### src/logic/bems_pkg.sv
// Constants, field layout and register map of the bus event monitor selection block.
// Assumes a classic Wishbone host with 32-bit data and a core clock of 50 MHz.

package bems_pkg;

    // ------------------------------------------------------------------
    // Register offsets (byte addresses on the Wishbone bus)
    // ------------------------------------------------------------------
    localparam logic [7:0] BEMS_OFS_SEL_FIRST  = 8'h00;
    localparam logic [7:0] BEMS_OFS_SEL_SECOND = 8'h04;
    localparam logic [7:0] BEMS_OFS_CFG0       = 8'h10;
    localparam logic [7:0] BEMS_OFS_CFG1       = 8'h14;
    localparam logic [7:0] BEMS_OFS_CFG2       = 8'h18;
    localparam logic [7:0] BEMS_OFS_CFG3       = 8'h1C;
    localparam logic [7:0] BEMS_OFS_STATUS     = 8'h20;
    localparam logic [7:0] BEMS_OFS_HIT_FLAGS  = 8'h24;

    // ------------------------------------------------------------------
    // Field positions
    // ------------------------------------------------------------------
    localparam int BEMS_CODE_MSB     = 30;
    localparam int BEMS_CODE_LSB     = 25;
    localparam int BEMS_MASK_MSB     = 24;
    localparam int BEMS_MASK_LSB     = 9;
    localparam int BEMS_CSEL_MSB     = 15;
    localparam int BEMS_CSEL_LSB     = 13;
    localparam int BEMS_CFG_EN_BIT   = 12;
    localparam int BEMS_NUM_CNT      = 4;
    localparam int BEMS_SUB_W        = 16;

    // ------------------------------------------------------------------
    // Reset values
    // ------------------------------------------------------------------
    localparam logic [31:0] BEMS_SEL_RESET = 32'h0000_0000;
    localparam logic [31:0] BEMS_CFG_RESET = 32'h0000_0000;

    // ------------------------------------------------------------------
    // Event codes, counter select and permitted sub-event masks
    // ------------------------------------------------------------------
    localparam logic [5:0]  BEMS_CODE_B2B    = 6'h16;
    localparam logic [5:0]  BEMS_CODE_BNR    = 6'h08;
    localparam logic [5:0]  BEMS_CODE_SNOOP  = 6'h06;
    localparam logic [5:0]  BEMS_CODE_RESP   = 6'h04;
    localparam logic [2:0]  BEMS_CSEL_BUS    = 3'h3;
    localparam logic [15:0] BEMS_ALLOW_B2B   = 16'h007E;
    localparam logic [15:0] BEMS_ALLOW_BNR   = 16'h0007;
    localparam logic [15:0] BEMS_ALLOW_SNOOP = 16'h00C4;
    localparam logic [15:0] BEMS_ALLOW_RESP  = 16'h0306;

    // Bus event class chosen by a counter.
    typedef enum logic [2:0] {
        BEMS_EV_NONE,
        BEMS_EV_B2B,
        BEMS_EV_BNR,
        BEMS_EV_SNOOP,
        BEMS_EV_RESP
    } bems_event_t;

endpackage

### src/logic/bems_top.sv
// Bus event monitor selection: two bus event selectors, four counter configurations,
// a Wishbone slave for software access and one count strobe per counter.
// Assumes a classic Wishbone master, core clock ref_clk_i at 50 MHz, and sub-event
// pulses from the bus unit that are synchronous to that clock.

`timescale 1ns/1ps

module bems_top (
    input  wire logic        ref_clk_i,
    input  wire logic        rstn_i,
    // Classic Wishbone slave.
    input  wire logic        wb_cyc_i,
    input  wire logic        wb_stb_i,
    input  wire logic        wb_we_i,
    input  wire logic [7:0]  wb_adr_i,
    input  wire logic [3:0]  wb_sel_i,
    input  wire logic [31:0] wb_dat_i,
    output logic [31:0]      wb_dat_o,
    output logic             wb_ack_o,
    // Bus sub-event pulses, one line per mask bit.
    input  wire logic [15:0] b2b_sub_i,
    input  wire logic [15:0] bnr_sub_i,
    input  wire logic [15:0] snoop_sub_i,
    input  wire logic [15:0] resp_sub_i,
    // Count strobes towards counters 0 to 3.
    output logic [3:0]       count_inc_o
);
    import bems_pkg::*;

    // ------------------------------------------------------------------
    // Declarations
    // ------------------------------------------------------------------
    typedef enum logic {
        BEMS_BUS_IDLE,
        BEMS_BUS_ACK
    } bems_bus_state_t;

    bems_bus_state_t bus_state;
    bems_bus_state_t next_bus_state;

    logic [31:0]     bus_event_selector_first;
    logic [31:0]     bus_event_selector_second;
    logic [31:0]     counter_configuration_control_reg [BEMS_NUM_CNT];
    logic [3:0]      hit_flags;
    logic [3:0]      hit_now;
    bems_event_t     event_kind [BEMS_NUM_CNT];
    logic            req;
    logic            wr_take;
    logic            rd_take;
    logic [31:0]     byte_mask;
    logic [31:0]     next_rd_data;
    logic [3:0]      flag_clear;
    logic [3:0]      active;

    // ------------------------------------------------------------------
    // Wishbone handshake
    // ------------------------------------------------------------------
    // A request is answered one clock after it is seen; ack then drops for
    // a cycle, so a request that stays held is taken again every other cycle.
    assign req = wb_cyc_i && wb_stb_i;

    always_comb begin
        next_bus_state = bus_state;
        unique case (bus_state)
            BEMS_BUS_IDLE: begin
                if (req) begin
                    next_bus_state = BEMS_BUS_ACK;
                end
            end
            BEMS_BUS_ACK: begin
                next_bus_state = BEMS_BUS_IDLE;
            end
        endcase
    end

    always_ff @(posedge ref_clk_i or negedge rstn_i) begin
        if (!rstn_i) begin
            bus_state <= BEMS_BUS_IDLE;
        end else begin
            bus_state <= next_bus_state;
        end
    end

    // Ack is combinational from state; the request is still held here.
    assign wb_ack_o = (bus_state == BEMS_BUS_ACK) && req;

    // Writes land on the edge at which the master samples ack.
    assign wr_take = wb_ack_o && wb_we_i;
    assign rd_take = (bus_state == BEMS_BUS_IDLE) && req && !wb_we_i;

    // Expand byte selects to a bit mask for partial writes.
    always_comb begin
        for (int b = 0; b < 4; b++) begin
            byte_mask[b*8 +: 8] = {8{wb_sel_i[b]}};
        end
    end

    // ------------------------------------------------------------------
    // Selector registers
    // ------------------------------------------------------------------
    // The first selector steers counters 0 and 1, the second 2 and 3.
    always_ff @(posedge ref_clk_i or negedge rstn_i) begin
        if (!rstn_i) begin
            bus_event_selector_first  <= BEMS_SEL_RESET;
            bus_event_selector_second <= BEMS_SEL_RESET;
        end else if (wr_take) begin
            if (wb_adr_i == BEMS_OFS_SEL_FIRST) begin
                bus_event_selector_first <= (bus_event_selector_first & ~byte_mask)
                                          | (wb_dat_i & byte_mask);
            end
            if (wb_adr_i == BEMS_OFS_SEL_SECOND) begin
                bus_event_selector_second <= (bus_event_selector_second & ~byte_mask)
                                           | (wb_dat_i & byte_mask);
            end
        end
    end

    // ------------------------------------------------------------------
    // Counter configuration registers
    // ------------------------------------------------------------------
    always_ff @(posedge ref_clk_i or negedge rstn_i) begin
        if (!rstn_i) begin
            for (int k = 0; k < BEMS_NUM_CNT; k++) begin
                counter_configuration_control_reg[k] <= BEMS_CFG_RESET;
            end
        end else if (wr_take) begin
            for (int k = 0; k < BEMS_NUM_CNT; k++) begin
                if (wb_adr_i == BEMS_OFS_CFG0 + 8'(k * 4)) begin
                    counter_configuration_control_reg[k] <=
                        (counter_configuration_control_reg[k] & ~byte_mask)
                        | (wb_dat_i & byte_mask);
                end
            end
        end
    end

    // ------------------------------------------------------------------
    // Per-counter event decode
    // ------------------------------------------------------------------
    // Counters 0-1 take the first selector and 2-3 the second, so a single
    // selector write retargets a pair of counters at once.
    for (genvar k = 0; k < BEMS_NUM_CNT; k++) begin : g_decode
        bems_counter_decode u_decode (
            .selector_i  ((k < 2) ? bus_event_selector_first
                                  : bus_event_selector_second),
            .config_i    (counter_configuration_control_reg[k]),
            .b2b_sub_i   (b2b_sub_i),
            .bnr_sub_i   (bnr_sub_i),
            .snoop_sub_i (snoop_sub_i),
            .resp_sub_i  (resp_sub_i),
            .event_o     (event_kind[k]),
            .hit_o       (hit_now[k])
        );
        assign active[k] = (event_kind[k] != BEMS_EV_NONE);
    end

    // ------------------------------------------------------------------
    // Count strobes
    // ------------------------------------------------------------------
    // Registered to keep the decode path off the counter carry chain; the
    // cost is one cycle of latency from sub-event to strobe.
    always_ff @(posedge ref_clk_i or negedge rstn_i) begin
        if (!rstn_i) begin
            count_inc_o <= 4'h0;
        end else begin
            count_inc_o <= hit_now;
        end
    end

    // ------------------------------------------------------------------
    // Sticky hit flags
    // ------------------------------------------------------------------
    // Software clears a flag by writing one; a hit in the same cycle wins,
    // so no event observed during the clear goes unreported.
    assign flag_clear = (wr_take && wb_adr_i == BEMS_OFS_HIT_FLAGS && wb_sel_i[0])
                      ? wb_dat_i[3:0] : 4'h0;

    always_ff @(posedge ref_clk_i or negedge rstn_i) begin
        if (!rstn_i) begin
            hit_flags <= 4'h0;
        end else begin
            hit_flags <= (hit_flags & ~flag_clear) | hit_now;
        end
    end

    // ------------------------------------------------------------------
    // Read data
    // ------------------------------------------------------------------
    // Unmapped addresses read as zero and ignore writes but are still acked,
    // so a stray access never hangs the bus.
    always_comb begin
        next_rd_data = 32'h0000_0000;
        unique case (wb_adr_i)
            BEMS_OFS_SEL_FIRST:  next_rd_data = bus_event_selector_first;
            BEMS_OFS_SEL_SECOND: next_rd_data = bus_event_selector_second;
            BEMS_OFS_CFG0:       next_rd_data = counter_configuration_control_reg[0];
            BEMS_OFS_CFG1:       next_rd_data = counter_configuration_control_reg[1];
            BEMS_OFS_CFG2:       next_rd_data = counter_configuration_control_reg[2];
            BEMS_OFS_CFG3:       next_rd_data = counter_configuration_control_reg[3];
            BEMS_OFS_STATUS: begin
                for (int k = 0; k < BEMS_NUM_CNT; k++) begin
                    next_rd_data[k*4 +: 3] = event_kind[k];
                    next_rd_data[k*4 + 3]  = active[k];
                end
            end
            BEMS_OFS_HIT_FLAGS:  next_rd_data = {28'h000_0000, hit_flags};
            default:             next_rd_data = 32'h0000_0000;
        endcase
    end

    always_ff @(posedge ref_clk_i or negedge rstn_i) begin
        if (!rstn_i) begin
            wb_dat_o <= 32'h0000_0000;
        end else if (rd_take) begin
            wb_dat_o <= next_rd_data;
        end
    end

endmodule

### src/logic/bems_counter_decode.sv
// Per-counter decode: turns one selector and one counter configuration into a count strobe.
// Assumes sub-event lines are synchronous one-cycle pulses on the core clock.

`timescale 1ns/1ps

module bems_counter_decode (
    input  wire logic [31:0]          selector_i,
    input  wire logic [31:0]          config_i,
    input  wire logic [15:0]          b2b_sub_i,
    input  wire logic [15:0]          bnr_sub_i,
    input  wire logic [15:0]          snoop_sub_i,
    input  wire logic [15:0]          resp_sub_i,
    output bems_pkg::bems_event_t     event_o,
    output logic                      hit_o
);
    import bems_pkg::*;

    logic [5:0]  code;
    logic [15:0] mask;
    logic [2:0]  csel;
    logic [15:0] qual;

    assign code = selector_i[BEMS_CODE_MSB:BEMS_CODE_LSB];
    assign mask = selector_i[BEMS_MASK_MSB:BEMS_MASK_LSB];
    assign csel = config_i[BEMS_CSEL_MSB:BEMS_CSEL_LSB];

    // ------------------------------------------------------------------
    // Event classification
    // ------------------------------------------------------------------
    // Mask bits outside the documented range of an event are ignored, so
    // stray software bits cannot make a counter tally unrelated traffic.
    always_comb begin
        event_o = BEMS_EV_NONE;
        qual    = 16'h0000;
        hit_o   = 1'b0;
        if (config_i[BEMS_CFG_EN_BIT] && csel == BEMS_CSEL_BUS) begin
            if (code == BEMS_CODE_B2B) begin
                event_o = BEMS_EV_B2B;
                qual    = mask & BEMS_ALLOW_B2B & b2b_sub_i;
            end else if (code == BEMS_CODE_BNR) begin
                event_o = BEMS_EV_BNR;
                qual    = mask & BEMS_ALLOW_BNR & bnr_sub_i;
            end else if (code == BEMS_CODE_SNOOP) begin
                event_o = BEMS_EV_SNOOP;
                qual    = mask & BEMS_ALLOW_SNOOP & snoop_sub_i;
            end else if (code == BEMS_CODE_RESP) begin
                event_o = BEMS_EV_RESP;
                qual    = mask & BEMS_ALLOW_RESP & resp_sub_i;
            end
        end
        hit_o = |qual;
    end

endmodule

### config.mk
export PLATFORM = sky130hd
export DESIGN_NAME = bems_top
export DESIGN_NICKNAME = d
export VERILOG_FILES = /design/src/logic/bems_pkg.sv /design/src/logic/bems_top.sv /design/src/logic/bems_counter_decode.sv
export SDC_FILE = /design/constraint.sdc
export NUM_CORES = 1
export LEC_CHECK = 0
export ABC_AREA = 1
export ABC_CLOCK_PERIOD_IN_PS = 3950
export BUFFER_PORTS_ARGS = -buffer_cell sky130_fd_sc_hd__buf_2
export CORE_MARGIN = 1.5
export CORE_UTILIZATION = 64
export CTS_BUF_LIST = sky130_fd_sc_hd__clkbuf_8
export DETAILED_ROUTE_END_ITERATION = 12
export MAX_ROUTING_LAYER = met4
export PLACE_DENSITY_LB_ADDON = 0.3
export SYNTH_ARGS = -nofsm -noshare
export SYNTH_HDL_FRONTEND = slang
export SYNTH_SLANG_ARGS = --single-unit
### constraint.sdc
create_clock -name ref_clk_i -period 3.95 [get_ports ref_clk_i]
set_input_delay 0.79 -clock ref_clk_i [delete_from_list [all_inputs] [get_ports ref_clk_i]]
set_output_delay 0.79 -clock ref_clk_i [all_outputs]
set_load 0.005 [all_outputs]
==> results of run 1 <==
[worst max-delay path: stages]
cell and delay, ns:
buf_2 0.11, nor2_2 0.15, nand3_1 0.18, nor2_4 0.54
inv_2 0.12, nor2_4 0.20, nand2_2 0.26, nand2_1 0.12
o21ai_1 0.08
[worst max path at each step]
stage	startpoint	end	slack, ns	cells past startpoint
final	wb_adr_i[7]	flop	1.78	9
after global routing	wb_adr_i[7]	flop	1.67	9
after floorplan	wb_adr_i[1]	flop	2.03	9
after global placement	wb_adr_i[1]	flop	1.29	9
after detailed placement	wb_adr_i[7]	flop	1.26	9
after CTS	wb_adr_i[7]	flop	1.79	9
[layer usage]
layer | wire (um) | up-vias | track usage, %
met3 | 2703 | 94 | 7.893
met1 | 11830 | 4518 | 45.87
met5 | 0 | - | -
met2 | 13220 | 470 | 52.05
li1 | - | 4519 | -
met4 | 998 | 0 | 13.43
[per-stage QoR]
stage          instance area (um^2)  util, %
2_1_floorplan                 10800        -
3_3_place_gp                  11400    68.99
3_5_place_dp                  11400    68.99
4_1_cts                       12160    73.60
5_1_grt                       12160    73.60
6_report                      12160    73.61
[cells by family (layout without fill, tap and decap cells)]
kind of cell,after synthesis,count (layout)
AND/OR/NAND/NOR,700,700
other,0,1
AO/OA/AOI/OAI,253,253
flip-flops,233,233
buffers and inverters,133,265
[cell usage after synthesis (all sizes together)]
| cell type | n |
|---|---|
| a22o | 2 |
| nand3 | 112 |
| buf | 43 |
| dfrtp | 233 |
| nor3 | 2 |
| a21oi | 29 |
| o22ai | 4 |
| inv | 81 |
| and3 | 1 |
| clkbuf | 9 |
| nand3b | 1 |
| o211ai | 1 |
| nor4 | 1 |
| nor2 | 80 |
| nand4 | 19 |
| o22a | 1 |
| nand2 | 484 |
| o21ai | 216 |
[layout by cell type (no fill, tap or decap), drive strengths merged]
master	netlist	final
nand2	484	484
dfrtp	233	233
o21ai	216	216
buf	43	115
nand3	112	112
inv	81	99
nor2	80	80
clkbuf	9	50
a21oi	29	29
nand4	19	19
o22ai	4	4
a22o	2	2
nor3	2	2
diode	0	1
and3	1	1
nor4	1	1
o22a	1	1
o211ai	1	1
nand3b	1	1
clkinv	0	1
[cell type report]
cell class	count	area, um^2
Fill cell	1259	4360
Multi-Input combinational cell	953	4358
Clock buffer	50	688.2
Sequential cell	233	5831
Timing Repair Buffer	115	633.1
Clock inverter	19	72.57
Inverter	81	304.0
Antenna cell	1	2.502
Tap cell	220	275.3
[power breakdown]
part	switching, mW	internal [mW]	total [mW]	leakage (nW)
Clock	0.933	1.13	2.06	0.459
Combinational	0.162	0.0650	0.227	2.49
Sequential	0.0145	2.41	2.43	3.23
Total	1.11	3.60	4.71	6.18
==> metrics.md, run 1 <==
| Metric | Value |
|---|---|
| Status | `finished, final reports clean` |
| Crit path time final | `about 2.2 ns` |
| Reg2Reg Depth | `6` |
| Post-CTS setup buffers | `0` |
| RR Endpoint | `wb_dat_o[19]` |
| Post-DR vias/cell | `around 5.7` |
| # IOs | `150` |
| Post-CTS Resized | `0` |
| Via count | `slightly below 10000` |
| Initial Util | `between 60% and 70%` |
| Final setup fails | `0` |
| Post-Syn Area | `~11000 um^2` |
| RR Startpoint | `bus_state` |
| Top cells by area, synth | `dfrtp_1, nand2_1, o21ai_1, nand3_1, inv_1` |
| Unrepaired setup endpoints after global routing | `false` |
| Aggregate global-route resource usage | `34.52%` |
| Final Skew | `around 0.020 ns` |
| Dpl ws | `about 1.3 ns` |
| R2R setup slack | `1.99 ns` |
| Final hold slack | `a little under 0.3 ns` |
| First-pass GRT wire length | `46.64 mm` |
| Die height | `approximately 130 um` |
| Largest net degree at the start of global routing | `about 100` |
| GRT overflow | `0` |
| Area share of fa/ha/maj cells after synthesis | `0%` |
| Total of max-cap violations | `0` |
| Required @ worst endpoint | `4.34 ns` |
| Antenna violations before repair | `0` |
| Core box area | `approximately 17000 um^2` |
| Syn_area_per_cell | `slightly above 8 um^2` |
| Setup TNS | `0 ns` |
| Die W | `between 100 and 150 um` |
| Clock-pin slew on the worst setup and hold paths | `0.06 ns` |
| ANT nets after route | `0` |
| Startpoint Class | `primary input` |
| Post-route insts no fill | `roughly 1700` |
| CTS tree | `done` |
| Yosys reg bits | `between 200 and 250` |
| Clock Tree Root | `clkbuf_8` |
| Total power | `4.713 mW` |
| Initial DRC count | `935` |
| Buffers from clock root to sink, at most | `3` |
| Largest family of logic cells by synthesized area | `simple AND/OR/NAND/NOR gates` |
| Vias in the first global route | `approximately 9200` |
| Slew HR | `between 40 and 50%` |
| GP Congestion | `0.9074` |
| Worst setup margin | `1.783 ns` |
| Wirelength per Cell | `17.20 um` |
| Synth Area in Compound Gates | `approximately an eighth` |
| DP HPWL | `roughly 19 mm` |
| Post-route DRC violation count | `0` |
| Crit Path Max Fanout | `18` |
| CP Class | `primary input to flop` |
| Hold_buf cts | `0` |
| Synth unique cells | `29` |
| Register area share after synthesis | `a little over half` |
| Rows | `47` |
| Max-slew violation count | `0` |
| Post-Synth Simple-Gate Area | `between 20% and 30%` |
| Mux contribution to synthesized area | `0%` |
| H-tree depth | `2` |
| Hold Crit Class | `primary input to async pin` |
| Pwr per Cell Area | `between 300 and 400 nW/um^2` |
| Crit. End Element | `flop` |
| CTS buffer count | `38` |
| Syn Nets | `approximately 1400` |
| Share of layout cells above drive strength 1 | `between 15 and 20%` |
| Cell total after placement | `around 1600` |
| Crit path DAT | `2.56 ns` |
| Total routed wirelength | `around 29 mm` |
| Final Hold Viols | `0` |
| Final nets | `between 1500 and 2000` |
| VDD IR max | `a little under 0.3 mV` |
| Ys Warns | `0` |
| Area leader, netlist | `dfrtp_1` |
| Worst-margin pin slew | `roughly 0.79 ns` |
| Period Utilization, post-route | `between 50% and 60%` |
| Mapped Cells | `~1300` |
| P_leak | `~6.2 nW` |
| Area grow syn2layout | `12.60%` |
| IO buf count | `a little over 100` |
| FMAX | `461.5 MHz` |
| Post-synthesis xor/xnor area fraction | `0%` |
| Top cell type's share of synthesized area | `53.97%` |
| Die Area | `between 15000 and 20000 um^2` |
| # clock sinks | `around 230` |
| First-pass DRT Iterations | `5` |
| Clk_lat worst skew | `approximately 0.54 ns` |
(Power assumes the default switching activity.)
==> inputs of run 2 (changes only) <==
--- a/config.mk
+++ b/config.mk
@@ -6,10 +6,10 @@
 export NUM_CORES = 1
 export LEC_CHECK = 0
 export ABC_AREA = 1
-export ABC_CLOCK_PERIOD_IN_PS = 3950
+export ABC_CLOCK_PERIOD_IN_PS = 1890
 export BUFFER_PORTS_ARGS = -buffer_cell sky130_fd_sc_hd__buf_2
 export CORE_MARGIN = 1.5
-export CORE_UTILIZATION = 64
+export CORE_UTILIZATION = 54
 export CTS_BUF_LIST = sky130_fd_sc_hd__clkbuf_8
 export DETAILED_ROUTE_END_ITERATION = 12
 export MAX_ROUTING_LAYER = met4
==> constraint.sdc (replaced) <==
create_clock -name ref_clk_i -period 1.89 [get_ports ref_clk_i]
set_input_delay 0.378 -clock ref_clk_i [delete_from_list [all_inputs] [get_ports ref_clk_i]]
set_output_delay 0.378 -clock ref_clk_i [all_outputs]
set_load 0.005 [all_outputs]
==> metrics.md, run 2 (synthesis results as in run 1) <==
| Metric | Value |
|---|---|
| Status | `finished, final reports clean` |
| First-pass DRT Iterations | `6 (+1)` |
| Setup TNS | `0 ns (unchanged)` |
| Post-CTS setup buffers | `0 (unchanged)` |
| Area grow syn2layout | `14.43%` |
| Final core utilization | `63.31% (-10 points)` |
| Die Area | `20860 um^2 (+18%)` |
| Wirelength per Cell | `16.63 um (-3.3%)` |
| Clock-pin slew on the worst setup and hold paths | `0.06 ns (about the same)` |
| FMAX | `between 500 and 600 MHz` |
| Slew HR | `66.63% (+19 points)` |
| Crit. End Element | `flop` |
| Pwr per Cell Area | `788.2 nW/um^2 (+100%)` |
| First-pass GRT wire length | `45.97 mm (-1.4%)` |
| Crit path DAT | `2.18 ns (-0.38 ns)` |
| Final Hold Viols | `0 (unchanged)` |
| Die W | `144.4 um (+8.7%)` |
| Post-route DRC violation count | `0 (unchanged)` |
| GRT overflow | `0 (unchanged)` |
| DP HPWL | `19.44 mm (+3.9%)` |
| Post-CTS Resized | `0 (unchanged)` |
| Via count | `9436 (-1.7%)` |
| Share of layout cells above drive strength 1 | `15.90% (+0.81 points)` |
| Cell total after placement | `1660 (+3.6%)` |
| CTS buffer count | `39 (+2.6%)` |
| Total of max-cap violations | `0 (unchanged)` |
| # IOs | `150 (unchanged)` |
| Buffers from clock root to sink, at most | `3 (unchanged)` |
| Antenna violations before repair | `1 (+1)` |
| Most frequent cells in the layout | `nand2_1, dfrtp_1, o21ai_1` |
| CP Class | `flop to flop` |
| Period Utilization, post-route | `90.79%` |
| Largest net degree at the start of global routing | `53 (-49%)` |
| Max-slew violation count | `0 (unchanged)` |
| IO buf count | `101 (unchanged)` |
| Clk_lat worst skew | `0.53 ns (about the same)` |
| Hold_buf cts | `1 (+1)` |
| # clock sinks | `233 (unchanged)` |
| Unrepaired setup endpoints after global routing | `false` |
| Crit Path Max Fanout | `5 (-13)` |
| GP Congestion | `0.9847 (+8.5%)` |
| H-tree depth | `2 (unchanged)` |
| Hold Crit Class | `primary input to flop` |
| Worst-margin pin slew | `0.4987 ns (-0.2942 ns)` |
| Crit path time final | `roughly 1.7 ns` |
| P_leak | `6.228 nW (+0.74%)` |
| Final Skew | `0.01823 ns (-0.001978 ns)` |
| Die height | `144.4 um (+8.7%)` |
| Aggregate global-route resource usage | `29.23% (-5.3 points)` |
| Most common cell after layout, fill and taps aside | `nand2_1` |
| Core box area | `19530 um^2 (+18%)` |
| Initial Util | `55.32% (-10 points)` |
| Post-DR vias/cell | `5.464 (-4.8%)` |
| ANT nets after route | `0 (unchanged)` |
| Startpoint Class | `flop` |
| Final nets | `1550 (+0.98%)` |
| Final setup fails | `0 (unchanged)` |
| Rows | `51 (+8.5%)` |
| Clock Tree Root | `clkbuf_8` |
| CTS tree | `done` |
| Post-route insts no fill | `1727 (+3.3%)` |
| Initial DRC count | `1033 (+10%)` |
| Vias in the first global route | `8805 (-4.1%)` |
| Required @ worst endpoint | `2.36 ns (-1.98 ns)` |
| Total routed wirelength | `28.71 mm (-0.14%)` |
| VDD IR max | `0.4734 mV (+62%)` |
[run 2: changes by cell type in the layout (fill, tap and decap cells not counted)]
cell / previous run / this run
buf_12: 1 / 7
clkbuf_8: 50 / 47
dlygate4sd3_1: 0 / 1
clkinvlp_4: 0 / 1
inv_1: 94 / 88
clkinv_2: 1 / 3
diode_2: 1 / 3
buf_4: 13 / 20
[run 2: final cells by class]
class / count / area (um^2)
fill: 1728 / 7164
clock buffer: 47 / 646.9
antenna: 3 / 7.507
inverter: 81 / 304.0
clock inverter: 16 / 67.56
timing repair buffer: 129 / 815.8
multi-input combinational: 953 / 4358
sequential: 233 / 5831
tap: 265 / 331.6
[run 2: report_power, final]
group          switching [mW]  leakage [nW]  internal, mW
Combinational           0.341          2.58         0.154
Clock                    1.95         0.414          2.23
Sequential             0.0297          3.23          5.04
[run 2: metrics by stage]
stage | setup WS, ns | cell area (um^2) | hold slack [ns] | total power [mW]
after floorplan | 0.3800 | 10800 | 0.08241 | 5.321
after global placement | 0.05220 | 11630 | 0.3203 | 5.643
after detailed placement | 0.01297 | 11630 | 0.3255 | 5.653
after CTS | 0.1884 | 12350 | 0.1462 | 9.817
after global routing | 0.06913 | 12360 | 0.1629 | 10.11
final | 0.1740 | 12360 | 0.1642 | 9.744
[run 2: layer usage]
metal | wire length (um) | vias up | part of all wire, % | track usage [%]
met3 | 1961 | 63 | 6.8 | 5.265
li1 | - | 4555 | - | -
met2 | 13250 | 351 | 46 | 44.85
met5 | 0 | - | 0 | -
met1 | 12880 | 4467 | 45 | 40.31
met4 | 618 | 0 | 2.2 | 7.868
[run 2: path summary, 6_finish.rpt]
check                                   from        endpoint  slack [ns]  cells past startpoint
worst max-delay path                    flop  count_inc_o[2]        0.17                      9
worst min-delay path                wb_cyc_i       bus_state        0.16                      3
worst max register to register          flop  count_inc_o[2]        0.17                      9
worst min register to register  wb_dat_o[11]    wb_dat_o[11]        0.47                      2
max in group asynchronous             rstn_i    wb_dat_o[18]        0.88                      3
min in group asynchronous             rstn_i     wb_dat_o[6]        0.37                      2
[run 2: critical path, cell delays in order (launching register included)]
cell     delay, ns
dfrtp_1       0.42
nor2_1        0.18
nand3_1       0.18
inv_1         0.22
nand3_1       0.09
o21ai_0       0.12
nor2_1        0.07
nand3_1       0.12
nand2_1       0.15
inv_1         0.11
